===== src/rtl/mdri_defines.svh =====
`ifndef MDRI_DEFINES_SVH
`define MDRI_DEFINES_SVH
// Register indexes; byte address is four times the index
`define MDRI_IDX_WDC 7'h00
`define MDRI_IDX_MC 7'h01
`define MDRI_IDX_MS 7'h03
`define MDRI_IDX_SEE 7'h04
`define MDRI_IDX_WDS 7'h05
`define MDRI_IDX_GPM0 7'h06
`define MDRI_IDX_LOCK 7'h0A
`define MDRI_IDX_SUPC 7'h10
`define MDRI_IDX_SUPS 7'h1B
`define MDRI_IDX_SUPPLY_EVENT_SUMMARY 7'h1C
`define MDRI_IDX_CANC 7'h20
`define MDRI_IDX_TRXS 7'h22
`define MDRI_IDX_TRXEE 7'h23
`define MDRI_IDX_DR 7'h26
`define MDRI_IDX_PNID0 7'h27
`define MDRI_IDX_FC 7'h2F
`define MDRI_IDX_GEV 7'h60
`define MDRI_IDX_SEV 7'h61
`define MDRI_IDX_VEV 7'h62
`define MDRI_IDX_TEV 7'h63
`define MDRI_IDX_DM0 7'h68
`define MDRI_IDX_NVS 7'h70
`define MDRI_IDX_STC 7'h73
`define MDRI_IDX_CFG 7'h74
`define MDRI_IDX_CRC 7'h75
`define MDRI_IDX_ID 7'h7E
// Byte memory slots and counts
`define MDRI_N_GPM 7'h04
`define MDRI_N_PNID 7'h08
`define MDRI_N_DM 7'h08
`define MDRI_SLOT_PNID 5'h04
`define MDRI_SLOT_DM 5'h0C
`define MDRI_SLOT_CRC 5'h14
// Reset and load values
`define MDRI_MC_STBY 3'h4
`define MDRI_MC_NORM 3'h7
`define MDRI_MC_SLEEP 3'h1
`define MDRI_RST_CDR 3'h5
`define MDRI_RST_NWP 4'h4
`define MDRI_RSS_OT 5'h12
`define MDRI_WMC_DEV 3'h1
`define MDRI_WMC_STD 3'h2
`define MDRI_RST_FC 8'h40
`endif


===== src/rtl/mdri_pkg.sv =====
package mdri_pkg;
  // Operating modes, one-hot
  typedef enum logic [5:0] {
    MODE_OFF = 6'h01,
    MODE_STANDBY = 6'h02,
    MODE_NORMAL = 6'h04,
    MODE_SLEEP = 6'h08,
    MODE_OVERTEMP = 6'h10,
    MODE_RESET = 6'h20
  } mdri_mode_t;
  // Bus slave states, one-hot
  typedef enum logic [2:0] {
    AHB_IDLE = 3'h1,
    AHB_RD1 = 3'h2,
    AHB_RD2 = 3'h4
  } mdri_ahb_st_t;
endpackage : mdri_pkg


===== src/rtl/mdri_regbus_if.sv =====
`timescale 1ns/1ps
interface mdri_regbus_if;
  logic [6:0] idx;   // Register index of current access
  logic wr;          // Write strobe, one cycle
  logic rd;          // Read launch, one cycle
  logic [7:0] wdata; // Write byte
  logic [7:0] rdata; // Read byte from register bank
  modport master (output idx, wr, rd, wdata, input rdata);
  modport slave (input idx, wr, rd, wdata, output rdata);
endinterface : mdri_regbus_if


===== src/rtl/mdri_ahb_slave.sv =====
`timescale 1ns/1ps
module mdri_ahb_slave (
  input wire logic hclk,
  input wire logic hresetn,
  input wire logic hsel,
  input wire logic [31:0] haddr,
  input wire logic [1:0] htrans,
  input wire logic hwrite,
  input wire logic hready,
  input wire logic [31:0] hwdata,
  output logic [31:0] hrdata,
  output logic hreadyout,
  output logic hresp,
  mdri_regbus_if.master rb
);
  mdri_pkg::mdri_ahb_st_t st;  // Slave state
  logic wph;                   // Write data phase pending
  logic rd_map;                // Read hits the register window
  logic [6:0] idx;             // Captured index
  wire take = hsel & hready & htrans[1];  // Address phase accepted
  wire in_map = (haddr[31:9] == 23'h000000);

  assign rb.idx = idx;
  assign rb.wr = wph;
  assign rb.rd = (st == mdri_pkg::AHB_RD1);
  assign rb.wdata = hwdata[7:0];

  // Zero-wait writes, two wait states on reads
  always_ff @(posedge hclk or negedge hresetn) begin
    if (!hresetn) begin
      st <= mdri_pkg::AHB_IDLE;
      wph <= 1'b0;
      rd_map <= 1'b0;
      idx <= 7'h00;
      hreadyout <= 1'b1;
      hrdata <= 32'h00000000;
      hresp <= 1'b0;
    end else begin
      hresp <= 1'b0;
      case (st)
        mdri_pkg::AHB_IDLE: begin
          wph <= take & hwrite & in_map;
          if (take) begin
            idx <= haddr[8:2];
          end
          if (take && !hwrite) begin
            st <= mdri_pkg::AHB_RD1;
            rd_map <= in_map;
            hreadyout <= 1'b0;
          end
        end
        mdri_pkg::AHB_RD1: begin
          st <= mdri_pkg::AHB_RD2;
        end
        mdri_pkg::AHB_RD2: begin
          hrdata <= rd_map ? {24'h000000, rb.rdata} : 32'h00000000;
          hreadyout <= 1'b1;
          st <= mdri_pkg::AHB_IDLE;
        end
        default: begin
          st <= mdri_pkg::AHB_IDLE;
          hreadyout <= 1'b1;
        end
      endcase
    end
  end
endmodule : mdri_ahb_slave


===== src/rtl/mdri_byte_mem.sv =====
`timescale 1ns/1ps
module mdri_byte_mem #(
  parameter int DEPTH = 21,
  parameter int AW = 5
) (
  input wire logic hclk,
  input wire logic hresetn,
  input wire logic we,
  input wire logic [AW-1:0] waddr,
  input wire logic [7:0] wdata,
  input wire logic [AW-1:0] raddr,
  output logic [7:0] rdata
);
  logic [7:0] mem [DEPTH];  // Byte store, cleared at power-on

  // Write port and registered read port
  always_ff @(posedge hclk or negedge hresetn) begin
    if (!hresetn) begin
      for (int i = 0; i < DEPTH; i++) begin
        mem[i] <= 8'h00;
      end
      rdata <= 8'h00;
    end else begin
      if (we) begin
        mem[waddr] <= wdata;
      end
      rdata <= mem[raddr];
    end
  end
endmodule : mdri_byte_mem


===== src/rtl/mdri_top.sv =====
// The register offsets and register access over AHB-Lite were chosen for this implementation.
`timescale 1ns/1ps
`include "mdri_defines.svh"
module mdri_top #(
  parameter logic [7:0] PART_IDENT = 8'hA5  // Arbitrary identification value
) (
  input wire logic hclk,
  input wire logic hresetn,
  input wire logic hsel,
  input wire logic [31:0] haddr,
  input wire logic [1:0] htrans,
  input wire logic hwrite,
  input wire logic [2:0] hsize,
  input wire logic hready,
  input wire logic [31:0] hwdata,
  output logic [31:0] hrdata,
  output logic hreadyout,
  output logic hresp,
  input wire logic mode_enter,
  input wire mdri_pkg::mdri_mode_t mode_next,
  input wire logic [4:0] reset_cause_code,
  input wire logic live_tx_active,
  input wire logic live_bus_silent,
  input wire logic live_txd_failure,
  input wire logic live_osc,
  input wire logic live_pn_error,
  input wire logic live_pn_config,
  input wire logic live_first_normal,
  input wire logic live_dev_mode,
  input wire logic live_overtemp_warn,
  input wire logic live_reg_supply,
  input wire logic [1:0] live_sensor_supply,
  input wire logic live_bus_voltage,
  input wire logic live_watchdog,
  input wire logic nv_first_normal_cfg,
  input wire logic nv_dev_mode_cfg,
  input wire logic nv_sleep_disable_cfg,
  input wire logic [1:0] nv_reset_length_cfg,
  input wire logic [1:0] nv_reg_threshold_startup,
  input wire logic [1:0] nv_sensor_supply_startup,
  input wire logic nv_correction_state,
  input wire logic nv_programmed_state,
  input wire logic [5:0] nv_write_count,
  input wire logic evt_serial_fault,
  input wire logic evt_overtemp_warn,
  input wire logic evt_reg_undervolt,
  input wire logic evt_bus_wake,
  input wire logic evt_can_failure,
  input wire logic evt_bus_silence,
  input wire logic evt_fd_frame_error,
  output logic [2:0] op_mode_ctrl,
  output logic [1:0] transceiver_mode_ctrl,
  output logic [3:0] watchdog_period,
  output logic [2:0] watchdog_mode,
  output logic pn_enable_ctrl,
  output logic [1:0] reg_threshold_ctrl,
  output logic [1:0] sensor_supply_ctrl
);
  mdri_regbus_if rb ();
  mdri_pkg::mdri_mode_t cur_mode;  // Mode in force
  logic boot;                      // First cycle after reset release
  logic normal_entry_flag;
  logic [4:0] reset_cause;
  logic [2:0] pn_bitrate_sel;
  logic fd_tolerance_ctrl, pn_cfg_valid;
  logic [6:0] region_lock;
  logic [7:0] frame_ctrl;          // Ident select, mask enable, length
  logic [2:0] trx_enables;         // Silence, failure, wake enables
  logic [1:0] sys_enables;         // Overtemp, serial fault enables
  logic reg_undervolt_enable;
  logic [7:0] live_q;              // Transceiver status byte
  logic [3:0] wd_live_q;           // Overtemp warning, first normal, dev mode, watchdog
  logic [2:0] sup_live_q;          // Sensor supply, regulator supply
  logic [2:0] sys_evt;             // Power-on, overtemp, serial fault
  logic [3:0] trx_evt;             // Fd error, silence, failure, wake
  logic reg_undervolt_event;
  logic [2:0] glob_evt;            // Transceiver, supply, system summary
  logic [7:0] mem_rdata, rdata_mux;

  // Sticky flag: a set in the same cycle as a clear wins
  function automatic logic [3:0] mdri_w1c(input logic [3:0] q, input logic [3:0] s,
                                          input logic [3:0] c);
    mdri_w1c = s | (q & ~c);
  endfunction : mdri_w1c

  // Byte memory slot of an index: {hit, slot}
  function automatic logic [5:0] mdri_slot(input logic [6:0] i);
    logic [6:0] o_g, o_p, o_d;
    o_g = i - `MDRI_IDX_GPM0;
    o_p = i - `MDRI_IDX_PNID0;
    o_d = i - `MDRI_IDX_DM0;
    if (o_g < `MDRI_N_GPM) mdri_slot = {1'b1, o_g[4:0]};
    else if (o_p < `MDRI_N_PNID) mdri_slot = {1'b1, o_p[4:0] + `MDRI_SLOT_PNID};
    else if (o_d < `MDRI_N_DM) mdri_slot = {1'b1, o_d[4:0] + `MDRI_SLOT_DM};
    else if (i == `MDRI_IDX_CRC) mdri_slot = {1'b1, `MDRI_SLOT_CRC};
    else mdri_slot = 6'h00;
  endfunction : mdri_slot

  // Bus front end
  mdri_ahb_slave u_ahb (
    .hclk(hclk), .hresetn(hresetn), .hsel(hsel), .haddr(haddr),
    .htrans(htrans), .hwrite(hwrite), .hready(hready), .hwdata(hwdata),
    .hrdata(hrdata), .hreadyout(hreadyout), .hresp(hresp), .rb(rb.master)
  );

  // Write qualification and decode
  wire wr_ok = rb.wr & ~mode_enter;
  wire [5:0] wslot = mdri_slot(rb.idx);  // Slot shared by write and read paths
  wire [7:0] wd = rb.wdata;
  wire w_wdc = wr_ok & (rb.idx == `MDRI_IDX_WDC);
  wire w_mc = wr_ok & (rb.idx == `MDRI_IDX_MC);
  wire w_see = wr_ok & (rb.idx == `MDRI_IDX_SEE);
  wire w_lock = wr_ok & (rb.idx == `MDRI_IDX_LOCK);
  wire w_supc = wr_ok & (rb.idx == `MDRI_IDX_SUPC);
  wire w_supply_event_summary = wr_ok & (rb.idx == `MDRI_IDX_SUPPLY_EVENT_SUMMARY);
  wire w_canc = wr_ok & (rb.idx == `MDRI_IDX_CANC);
  wire w_trxee = wr_ok & (rb.idx == `MDRI_IDX_TRXEE);
  wire w_dr = wr_ok & (rb.idx == `MDRI_IDX_DR);
  wire w_fc = wr_ok & (rb.idx == `MDRI_IDX_FC);
  wire w_gev = wr_ok & (rb.idx == `MDRI_IDX_GEV);
  wire w_sev = wr_ok & (rb.idx == `MDRI_IDX_SEV);
  wire w_vev = wr_ok & (rb.idx == `MDRI_IDX_VEV);
  wire w_tev = wr_ok & (rb.idx == `MDRI_IDX_TEV);
  wire w_mem = wr_ok & wslot[5];
  wire ent_normal = mode_enter & (mode_next == mdri_pkg::MODE_NORMAL);
  wire ent_reset = mode_enter & (mode_next == mdri_pkg::MODE_RESET);
  wire ent_ot = mode_enter & (mode_next == mdri_pkg::MODE_OVERTEMP);
  wire ent_stby = mode_enter & (mode_next == mdri_pkg::MODE_STANDBY);
  wire ent_sleep = mode_enter & (mode_next == mdri_pkg::MODE_SLEEP);
  wire [2:0] wmc_load = nv_dev_mode_cfg ? `MDRI_WMC_DEV : `MDRI_WMC_STD;
  wire [2:0] sys_set = {1'b0, evt_overtemp_warn & sys_enables[1],
                        evt_serial_fault & sys_enables[0]};
  wire [3:0] trx_set = {evt_fd_frame_error, evt_bus_silence & trx_enables[2],
                        evt_can_failure & trx_enables[1], evt_bus_wake & trx_enables[0]};
  wire sup_set = evt_reg_undervolt & reg_undervolt_enable;

  // Byte store for identifier, masks, scratch and checksum bytes
  mdri_byte_mem #(.DEPTH(21), .AW(5)) u_mem (
    .hclk(hclk), .hresetn(hresetn), .we(w_mem), .waddr(wslot[4:0]),
    .wdata(wd), .raddr(wslot[4:0]), .rdata(mem_rdata)
  );

  // Mode-driven fields
  always_ff @(posedge hclk or negedge hresetn) begin
    if (!hresetn) begin
      cur_mode <= mdri_pkg::MODE_OFF;
      boot <= 1'b1;
      op_mode_ctrl <= `MDRI_MC_STBY;
      normal_entry_flag <= 1'b1;
      watchdog_period <= `MDRI_RST_NWP;
      reset_cause <= 5'h00;
      watchdog_mode <= `MDRI_WMC_STD;
      reg_threshold_ctrl <= 2'h0;
      sensor_supply_ctrl <= 2'h0;
    end else begin
      boot <= 1'b0;
      if (mode_enter) begin
        cur_mode <= mode_next;
      end
      // Power-on loads taken right after reset release
      if (boot) begin
        watchdog_mode <= wmc_load;
        reg_threshold_ctrl <= nv_reg_threshold_startup;
        sensor_supply_ctrl <= nv_sensor_supply_startup;
      end else if (ent_reset) begin
        watchdog_mode <= wmc_load;
      end else if (w_wdc) begin
        watchdog_mode <= wd[7:5];
      end
      if (w_supc) begin
        reg_threshold_ctrl <= wd[1:0];
        sensor_supply_ctrl <= wd[3:2];
      end
      // Mode field per entered mode, Overtemp keeps it
      if (ent_stby || ent_reset) begin
        op_mode_ctrl <= `MDRI_MC_STBY;
      end else if (ent_normal) begin
        op_mode_ctrl <= `MDRI_MC_NORM;
      end else if (ent_sleep) begin
        op_mode_ctrl <= `MDRI_MC_SLEEP;
      end else if (w_mc) begin
        op_mode_ctrl <= wd[2:0];
      end
      if (ent_normal) begin
        normal_entry_flag <= 1'b0;
      end
      if (ent_ot || ent_reset) begin
        watchdog_period <= `MDRI_RST_NWP;
      end else if (w_wdc) begin
        watchdog_period <= wd[3:0];
      end
      if (ent_ot) begin
        reset_cause <= `MDRI_RSS_OT;
      end else if (ent_reset) begin
        reset_cause <= reset_cause_code;
      end
    end
  end

  // Software controls, untouched by mode changes
  always_ff @(posedge hclk or negedge hresetn) begin
    if (!hresetn) begin
      pn_bitrate_sel <= `MDRI_RST_CDR;
      transceiver_mode_ctrl <= 2'h0;
      {fd_tolerance_ctrl, pn_cfg_valid, pn_enable_ctrl} <= 3'h0;
      region_lock <= 7'h00;
      trx_enables <= 3'h0;
      sys_enables <= 2'h0;
      reg_undervolt_enable <= 1'b0;
      frame_ctrl <= `MDRI_RST_FC;
    end else begin
      if (w_dr) pn_bitrate_sel <= wd[2:0];
      if (w_canc) begin
        transceiver_mode_ctrl <= wd[1:0];
        {fd_tolerance_ctrl, pn_cfg_valid, pn_enable_ctrl} <= wd[6:4];
      end
      if (w_lock) region_lock <= wd[6:0];
      if (w_trxee) trx_enables <= {wd[4], wd[1:0]};
      if (w_see) sys_enables <= wd[2:1];
      if (w_supply_event_summary) reg_undervolt_enable <= wd[0];
      if (w_fc) frame_ctrl <= {wd[7:6], 2'h0, wd[3:0]};
    end
  end

  // Live status capture
  always_ff @(posedge hclk or negedge hresetn) begin
    if (!hresetn) begin
      live_q <= 8'h48;  // Silence 1, pn error 1
      wd_live_q <= 4'h0;
      sup_live_q <= 3'h0;
    end else begin
      live_q[7] <= (cur_mode == mdri_pkg::MODE_NORMAL) & live_tx_active;
      if (cur_mode != mdri_pkg::MODE_SLEEP) begin
        live_q[3] <= live_bus_silent;
      end
      {live_q[6:4], live_q[2:0]} <= {live_pn_error, live_pn_config, live_osc,
                                     1'b0, live_bus_voltage, live_txd_failure};
      wd_live_q <= {live_overtemp_warn, live_first_normal, live_dev_mode, live_watchdog};
      sup_live_q <= {live_sensor_supply, live_reg_supply};
    end
  end

  // Captured events, write one to clear
  always_ff @(posedge hclk or negedge hresetn) begin
    if (!hresetn) begin
      sys_evt <= 3'h4;
      trx_evt <= 4'h0;
      reg_undervolt_event <= 1'b0;
      glob_evt <= 3'h1;
    end else begin
      sys_evt <= 3'(mdri_w1c({1'b0, sys_evt}, {1'b0, sys_set}, {1'b0, w_sev ? wd[4] : 1'b0,
                                                      w_sev ? wd[2:1] : 2'h0}));
      trx_evt <= mdri_w1c(trx_evt, trx_set, w_tev ? {wd[5:4], wd[1:0]} : 4'h0);
      reg_undervolt_event <= sup_set | (reg_undervolt_event & ~(w_vev & wd[0]));
      glob_evt <= 3'(mdri_w1c({1'b0, glob_evt}, {1'b0, |trx_set, sup_set, |sys_set},
                              w_gev ? {1'b0, wd[2:0]} : 4'h0));
    end
  end

  // Read data selection
  always_comb begin
    case (rb.idx)
      `MDRI_IDX_WDC: rdata_mux = {watchdog_mode, 1'b0, watchdog_period};
      `MDRI_IDX_MC: rdata_mux = {5'h00, op_mode_ctrl};
      `MDRI_IDX_MS: rdata_mux = {1'b0, wd_live_q[3], normal_entry_flag, reset_cause};
      `MDRI_IDX_SEE: rdata_mux = {5'h00, sys_enables, 1'b0};
      `MDRI_IDX_WDS: rdata_mux = {5'h00, wd_live_q[2:0]};
      `MDRI_IDX_LOCK: rdata_mux = {1'b0, region_lock};
      `MDRI_IDX_SUPC: rdata_mux = {4'h0, sensor_supply_ctrl, reg_threshold_ctrl};
      `MDRI_IDX_SUPS: rdata_mux = {5'h00, sup_live_q};
      `MDRI_IDX_SUPPLY_EVENT_SUMMARY: rdata_mux = {7'h00, reg_undervolt_enable};
      `MDRI_IDX_CANC: rdata_mux = {1'b0, fd_tolerance_ctrl, pn_cfg_valid, pn_enable_ctrl,
                                   2'h0, transceiver_mode_ctrl};
      `MDRI_IDX_TRXS: rdata_mux = live_q;
      `MDRI_IDX_TRXEE: rdata_mux = {3'h0, trx_enables[2], 2'h0, trx_enables[1:0]};
      `MDRI_IDX_DR: rdata_mux = {5'h00, pn_bitrate_sel};
      `MDRI_IDX_FC: rdata_mux = frame_ctrl;
      `MDRI_IDX_GEV: rdata_mux = {5'h00, glob_evt};
      `MDRI_IDX_SEV: rdata_mux = {3'h0, sys_evt[2], 1'b0, sys_evt[1:0], 1'b0};
      `MDRI_IDX_VEV: rdata_mux = {7'h00, reg_undervolt_event};
      `MDRI_IDX_TEV: rdata_mux = {2'h0, trx_evt[3:2], 2'h0, trx_evt[1:0]};
      `MDRI_IDX_NVS: rdata_mux = {nv_write_count, nv_correction_state,
                                  nv_programmed_state};
      `MDRI_IDX_STC: rdata_mux = {2'h0, nv_reset_length_cfg, nv_sensor_supply_startup,
                                  2'h0};
      `MDRI_IDX_CFG: rdata_mux = {2'h0, nv_reg_threshold_startup, nv_first_normal_cfg,
                                  nv_dev_mode_cfg, 1'b0, nv_sleep_disable_cfg};
      `MDRI_IDX_ID: rdata_mux = PART_IDENT;
      default: rdata_mux = wslot[5] ? mem_rdata : 8'h00;
    endcase
  end
  assign rb.rdata = rdata_mux;
endmodule : mdri_top


===== config.mk =====
export PLATFORM = sky130hd
export DESIGN_NAME = mdri_top
export DESIGN_NICKNAME = d
export VERILOG_FILES = /design/src/rtl/mdri_pkg.sv /design/src/rtl/mdri_regbus_if.sv /design/src/rtl/mdri_ahb_slave.sv /design/src/rtl/mdri_byte_mem.sv /design/src/rtl/mdri_top.sv
export VERILOG_INCLUDE_DIRS = /design/src /design/src/rtl
export SDC_FILE = /design/constraint.sdc
export NUM_CORES = 1
export LEC_CHECK = 0
export ABC_CLOCK_PERIOD_IN_PS = 4700
export BUFFER_PORTS_ARGS = -buffer_cell sky130_fd_sc_hd__buf_2
export CORE_UTILIZATION = 58
export DETAILED_ROUTE_END_ITERATION = 10
export PLACE_DENSITY = 0.87
export SYNTH_ARGS = -nofsm -noshare
export SYNTH_HDL_FRONTEND = slang
export SYNTH_SLANG_ARGS = --single-unit

===== constraint.sdc =====
create_clock -name hclk -period 4.7 [get_ports hclk]
set_input_delay 0.235 -clock hclk [delete_from_list [all_inputs] [get_ports hclk]]
set_output_delay 0.235 -clock hclk [all_outputs]
set_load 0.01 [all_outputs]

==> results.json <==
{
  "core_area_um2": 22700,
  "min_delay_path_depth": 3,
  "fin_skew_ns": 0.0175,
  "power.leakage_nw": 7.47,
  "setup_tns_ns": 0,
  "synthArstFlopShare_pct": 100,
  "yosys.area.top_type": "dfrtp_1",
  "critPathMaxFanout": 12,
  "synth-seq-cells": 276,
  "hp-start": "reset_cause_code[0]",
  "hold_path_class": "primary input to flop",
  "die_h_um": 154,
  "n_fill_cell": 1579,
  "yosys.area_share.simple_pct": 11.3,
  "instances_no_fill": 1586,
  "hold_viol": 0,
  "cp.arrival_ns": 4.84,
  "fmax_mhz": 227,
  "grt_usage_pct": 31.1,
  "ys_seq_area_share_pct": 51.4,
  "routed_wl_mm": 36.9,
  "r2r-end": "u_mem.mem[90]$_DFFE_PN0P_",
  "yosysUniqueCellTypes": 79,
  "ff2ff_path_depth": 12,
  "syn_inst": 1145,
  "ant_nets": 0,
  "synth_edf_count": 0,
  "grt_pass1_wl_mm": 57.5,
  "drt_iter0_markers": 1173,
  "synth_warnings": 0,
  "critPathLaunch": "u_ahb.rb.idx[3]$_DFFE_PN0P_",
  "outcome": "completed",
  "grt_busiest_layer": "met2",
  "area_growth_pct": 15.0,
  "io_pins": 175,
  "viasPerCell": 6.54,
  "synthMuxAreaShare_pct": 17.7,
  "netlist_top_cells_area": "dfrtp_1, mux2_2, dfstp_2",
  "cts_root_buf": "clkbuf_16",
  "slew_headroom_pct": 38.5,
  "clk_path_buf_depth": 3,
  "required_ns": 5.14,
  "peakVddDrop_mv": 0.356,
  "rows": 55,
  "start_util_pct": 59.4,
  "power_w": 0.00570,
  "reg2reg_slack_ns": 0.29,
  "worstMarginPinSlew_ns": 0.922,
  "cts_sinks": 276,
  "vias": 10374,
  "routedWlPerCell_um": 23.3,
  "synthAdderAreaFrac_pct": 1.30,
  "critical_path_class": "flop to flop",
  "post_cts_buffers": 0,
  "first_global_vias": 10525,
  "synth_area_um2": 13500,
  "n_antenna_cell": 0,
  "cts_buffers": 28,
  "cellPowerDensity_nw_per_um2": 368,
  "synth_compound_area_share_pct": 13.4,
  "synthXorXnorAreaFrac_pct": 0.575,
  "drc_errors": 0,
  "cap_violations": 0,
  "rsz0062_at_grt": "no",
  "slew_violations": 0,
  "antenna_found_initial": 0,
  "globalRouteMet3Util_pct": 5.18,
  "final_common_cell": "dfrtp_1",
  "clock_latency_ns": 0.56,
  "routabilityCongestion": 0.978,
  "multi_input_area_um2": 6060,
  "post-route-min-period_ns": 4.41,
  "start_kind": "flop",
  "cts_tree": "yes",
  "grt_max_degree": 122,
  "netlist.area_leader.share_pct": 48.4,
  "finalSetupViolations": 0,
  "final_cell_mix": "dfrtp_1, mux2_2, buf_2",
  "drtPass1Iterations": 6,
  "drive_gt1_share_pct": 32.7,
  "hold_buffers": 40,
  "dp_hpwl_mm": 23.9,
  "r2r-start": "u_ahb.rb.idx[3]$_DFFE_PN0P_",
  "register_area_um2": 6930,
  "worstSetupEndpointType": "flop",
  "synth_top_family_by_area": "multiplexers",
  "dieArea_um2": 23900,
  "io_buffers": 119,
  "fin_crit_sh_pct": 93.7,
  "use_met2_pct": 51.9,
  "avgSynthCellArea_um2": 11.8,
  "grt-ovfl-total": 0,
  "ys.flop_type": "dfrtp_1",
  "clk_pin_slew_ns": 0.06,
  "grt_use_met1_pct": 39.7,
  "die_width_um": 154,
  "nNetsFinal": 1417,
  "min_to": "reset_cause[0]$_DFFE_PN0P_",
  "cts_resized": 0,
  "dp.cells": 1494,
  "htreeDepth": 1
}
==> per-stage QoR <==
step           hold WS, ns  area [µm²]  util [%]  setup WS, ns
2_1_floorplan      -0.0606       13600         -          1.33
3_3_place_gp         0.342       14200      62.5         0.488
4_1_cts            0.00664       15500      68.3         0.349
3_5_place_dp         0.344       14200      62.5         0.391
6_report            0.0177       15500      68.3         0.295
5_1_grt             0.0305       15500      68.3        0.0431
==> power breakdown <==
part | switching (W) | total [W] | internal [W]
Combinational | 0.000628 | 0.000951 | 0.000323
Sequential | 0.0000733 | 0.00251 | 0.00243
Clock | 0.000945 | 0.00225 | 0.00130
Total | 0.00165 | 0.00570 | 0.00406
==> worst max-delay path, stage by stage (launching register included) <==
cell       delay [ns]
dfrtp_1          0.57
inv_1            0.24
ha_1             0.31
a211o_1          0.34
and3_1           0.22
a2111oi_4        0.56
buf_4            0.29
a211oi_1         0.07
o22ai_2          0.36
nand2_1          0.35
nor2_4           0.36
nand2_2          0.26
mux2_2           0.35
==> layout make-up <==
class                   count  area share, %
clock buffers              42           5.24
clock inverters            10          0.718
inverters                  18          0.436
multi-input cells         779           39.1
flip-flops and latches    276           44.7
well taps                 285           2.30
repair buffers            176           7.55
==> per-layer routing <==
layer  up-vias  share of wire [%]  routed length, µm
met1      5167                 39              14300
met4         0                5.0               1830
met2       599                 48              17800
li1       4477                  -                  -
met3       131                8.3               3050
met5         -                  0                  0
==> state kept, by name, indices dropped and copies added (netlist names), 4 cells and up <==
name,count
region_lock,7
u_mem.mem,168
reset_cause,5
u_mem.rdata,8
u_ahb.rb.idx,7
live_q,7
watchdog_period,4
wd_live_q,4
frame_ctrl,6
cur_mode,6
u_ahb.hrdata,8
trx_evt,4
==> how the worst max path moves through the flow <==
| stage | to | depth (start not counted) | slack [ns] |
|---|---|---|---|
| floorplan | u_mem.mem[123]$_DFFE_PN0P_ | 14 | 1.33 |
| global placement | u_mem.mem[108]$_DFFE_PN0P_ | 10 | 0.49 |
| detailed placement | u_mem.mem[111]$_DFFE_PN0P_ | 10 | 0.39 |
| CTS | u_mem.rdata[4]$_DFF_PN0_ | 11 | 0.35 |
| global route | u_mem.rdata[4]$_DFF_PN0_ | 12 | 0.04 |
| finish | u_mem.mem[90]$_DFFE_PN0P_ | 12 | 0.29 |
==> synthesized netlist by cell type (4+ instances only) <==
cell / count
a222oi_1: 22
nand4_1: 11
mux2_2: 181
nand3b_1: 5
a21oi_1: 40
a211oi_1: 6
a32o_1: 4
nand2_1: 103
a221oi_1: 21
nor2_1: 36
a2111oi_0: 4
a221o_1: 8
nor2b_1: 11
mux2_1: 23
dfstp_2: 15
a22o_1: 16
o211ai_1: 4
o22ai_1: 7
nand2b_1: 11
mux2i_1: 9
nand3_2: 4
o21ai_0: 25
a31oi_1: 11
o31ai_1: 6
and3_1: 10
and4_1: 4
a22oi_1: 22
inv_1: 18
xnor2_1: 4
nand2_2: 18
nand3_1: 24
nor3_1: 8
clkbuf_1: 47
dfrtp_1: 261
buf_4: 34
o32a_1: 4
and2_1: 8
nor4_1: 13
ha_1: 14
nor2_4: 7
buf_2: 11
==> logic make-up (layout without fill, tap and decap cells) <==
group | Yosys count | in the layout
AND/OR/NAND/NOR | 288 | 288
flip-flops | 276 | 276
adder cells (fa/ha/maj) | 14 | 14
buffers and inverters | 115 | 246
multiplexers | 213 | 213
other | 1 | 26
AO/OA/AOI/OAI | 230 | 230
XOR/XNOR | 8 | 8
(Power assumes the default switching activity.)
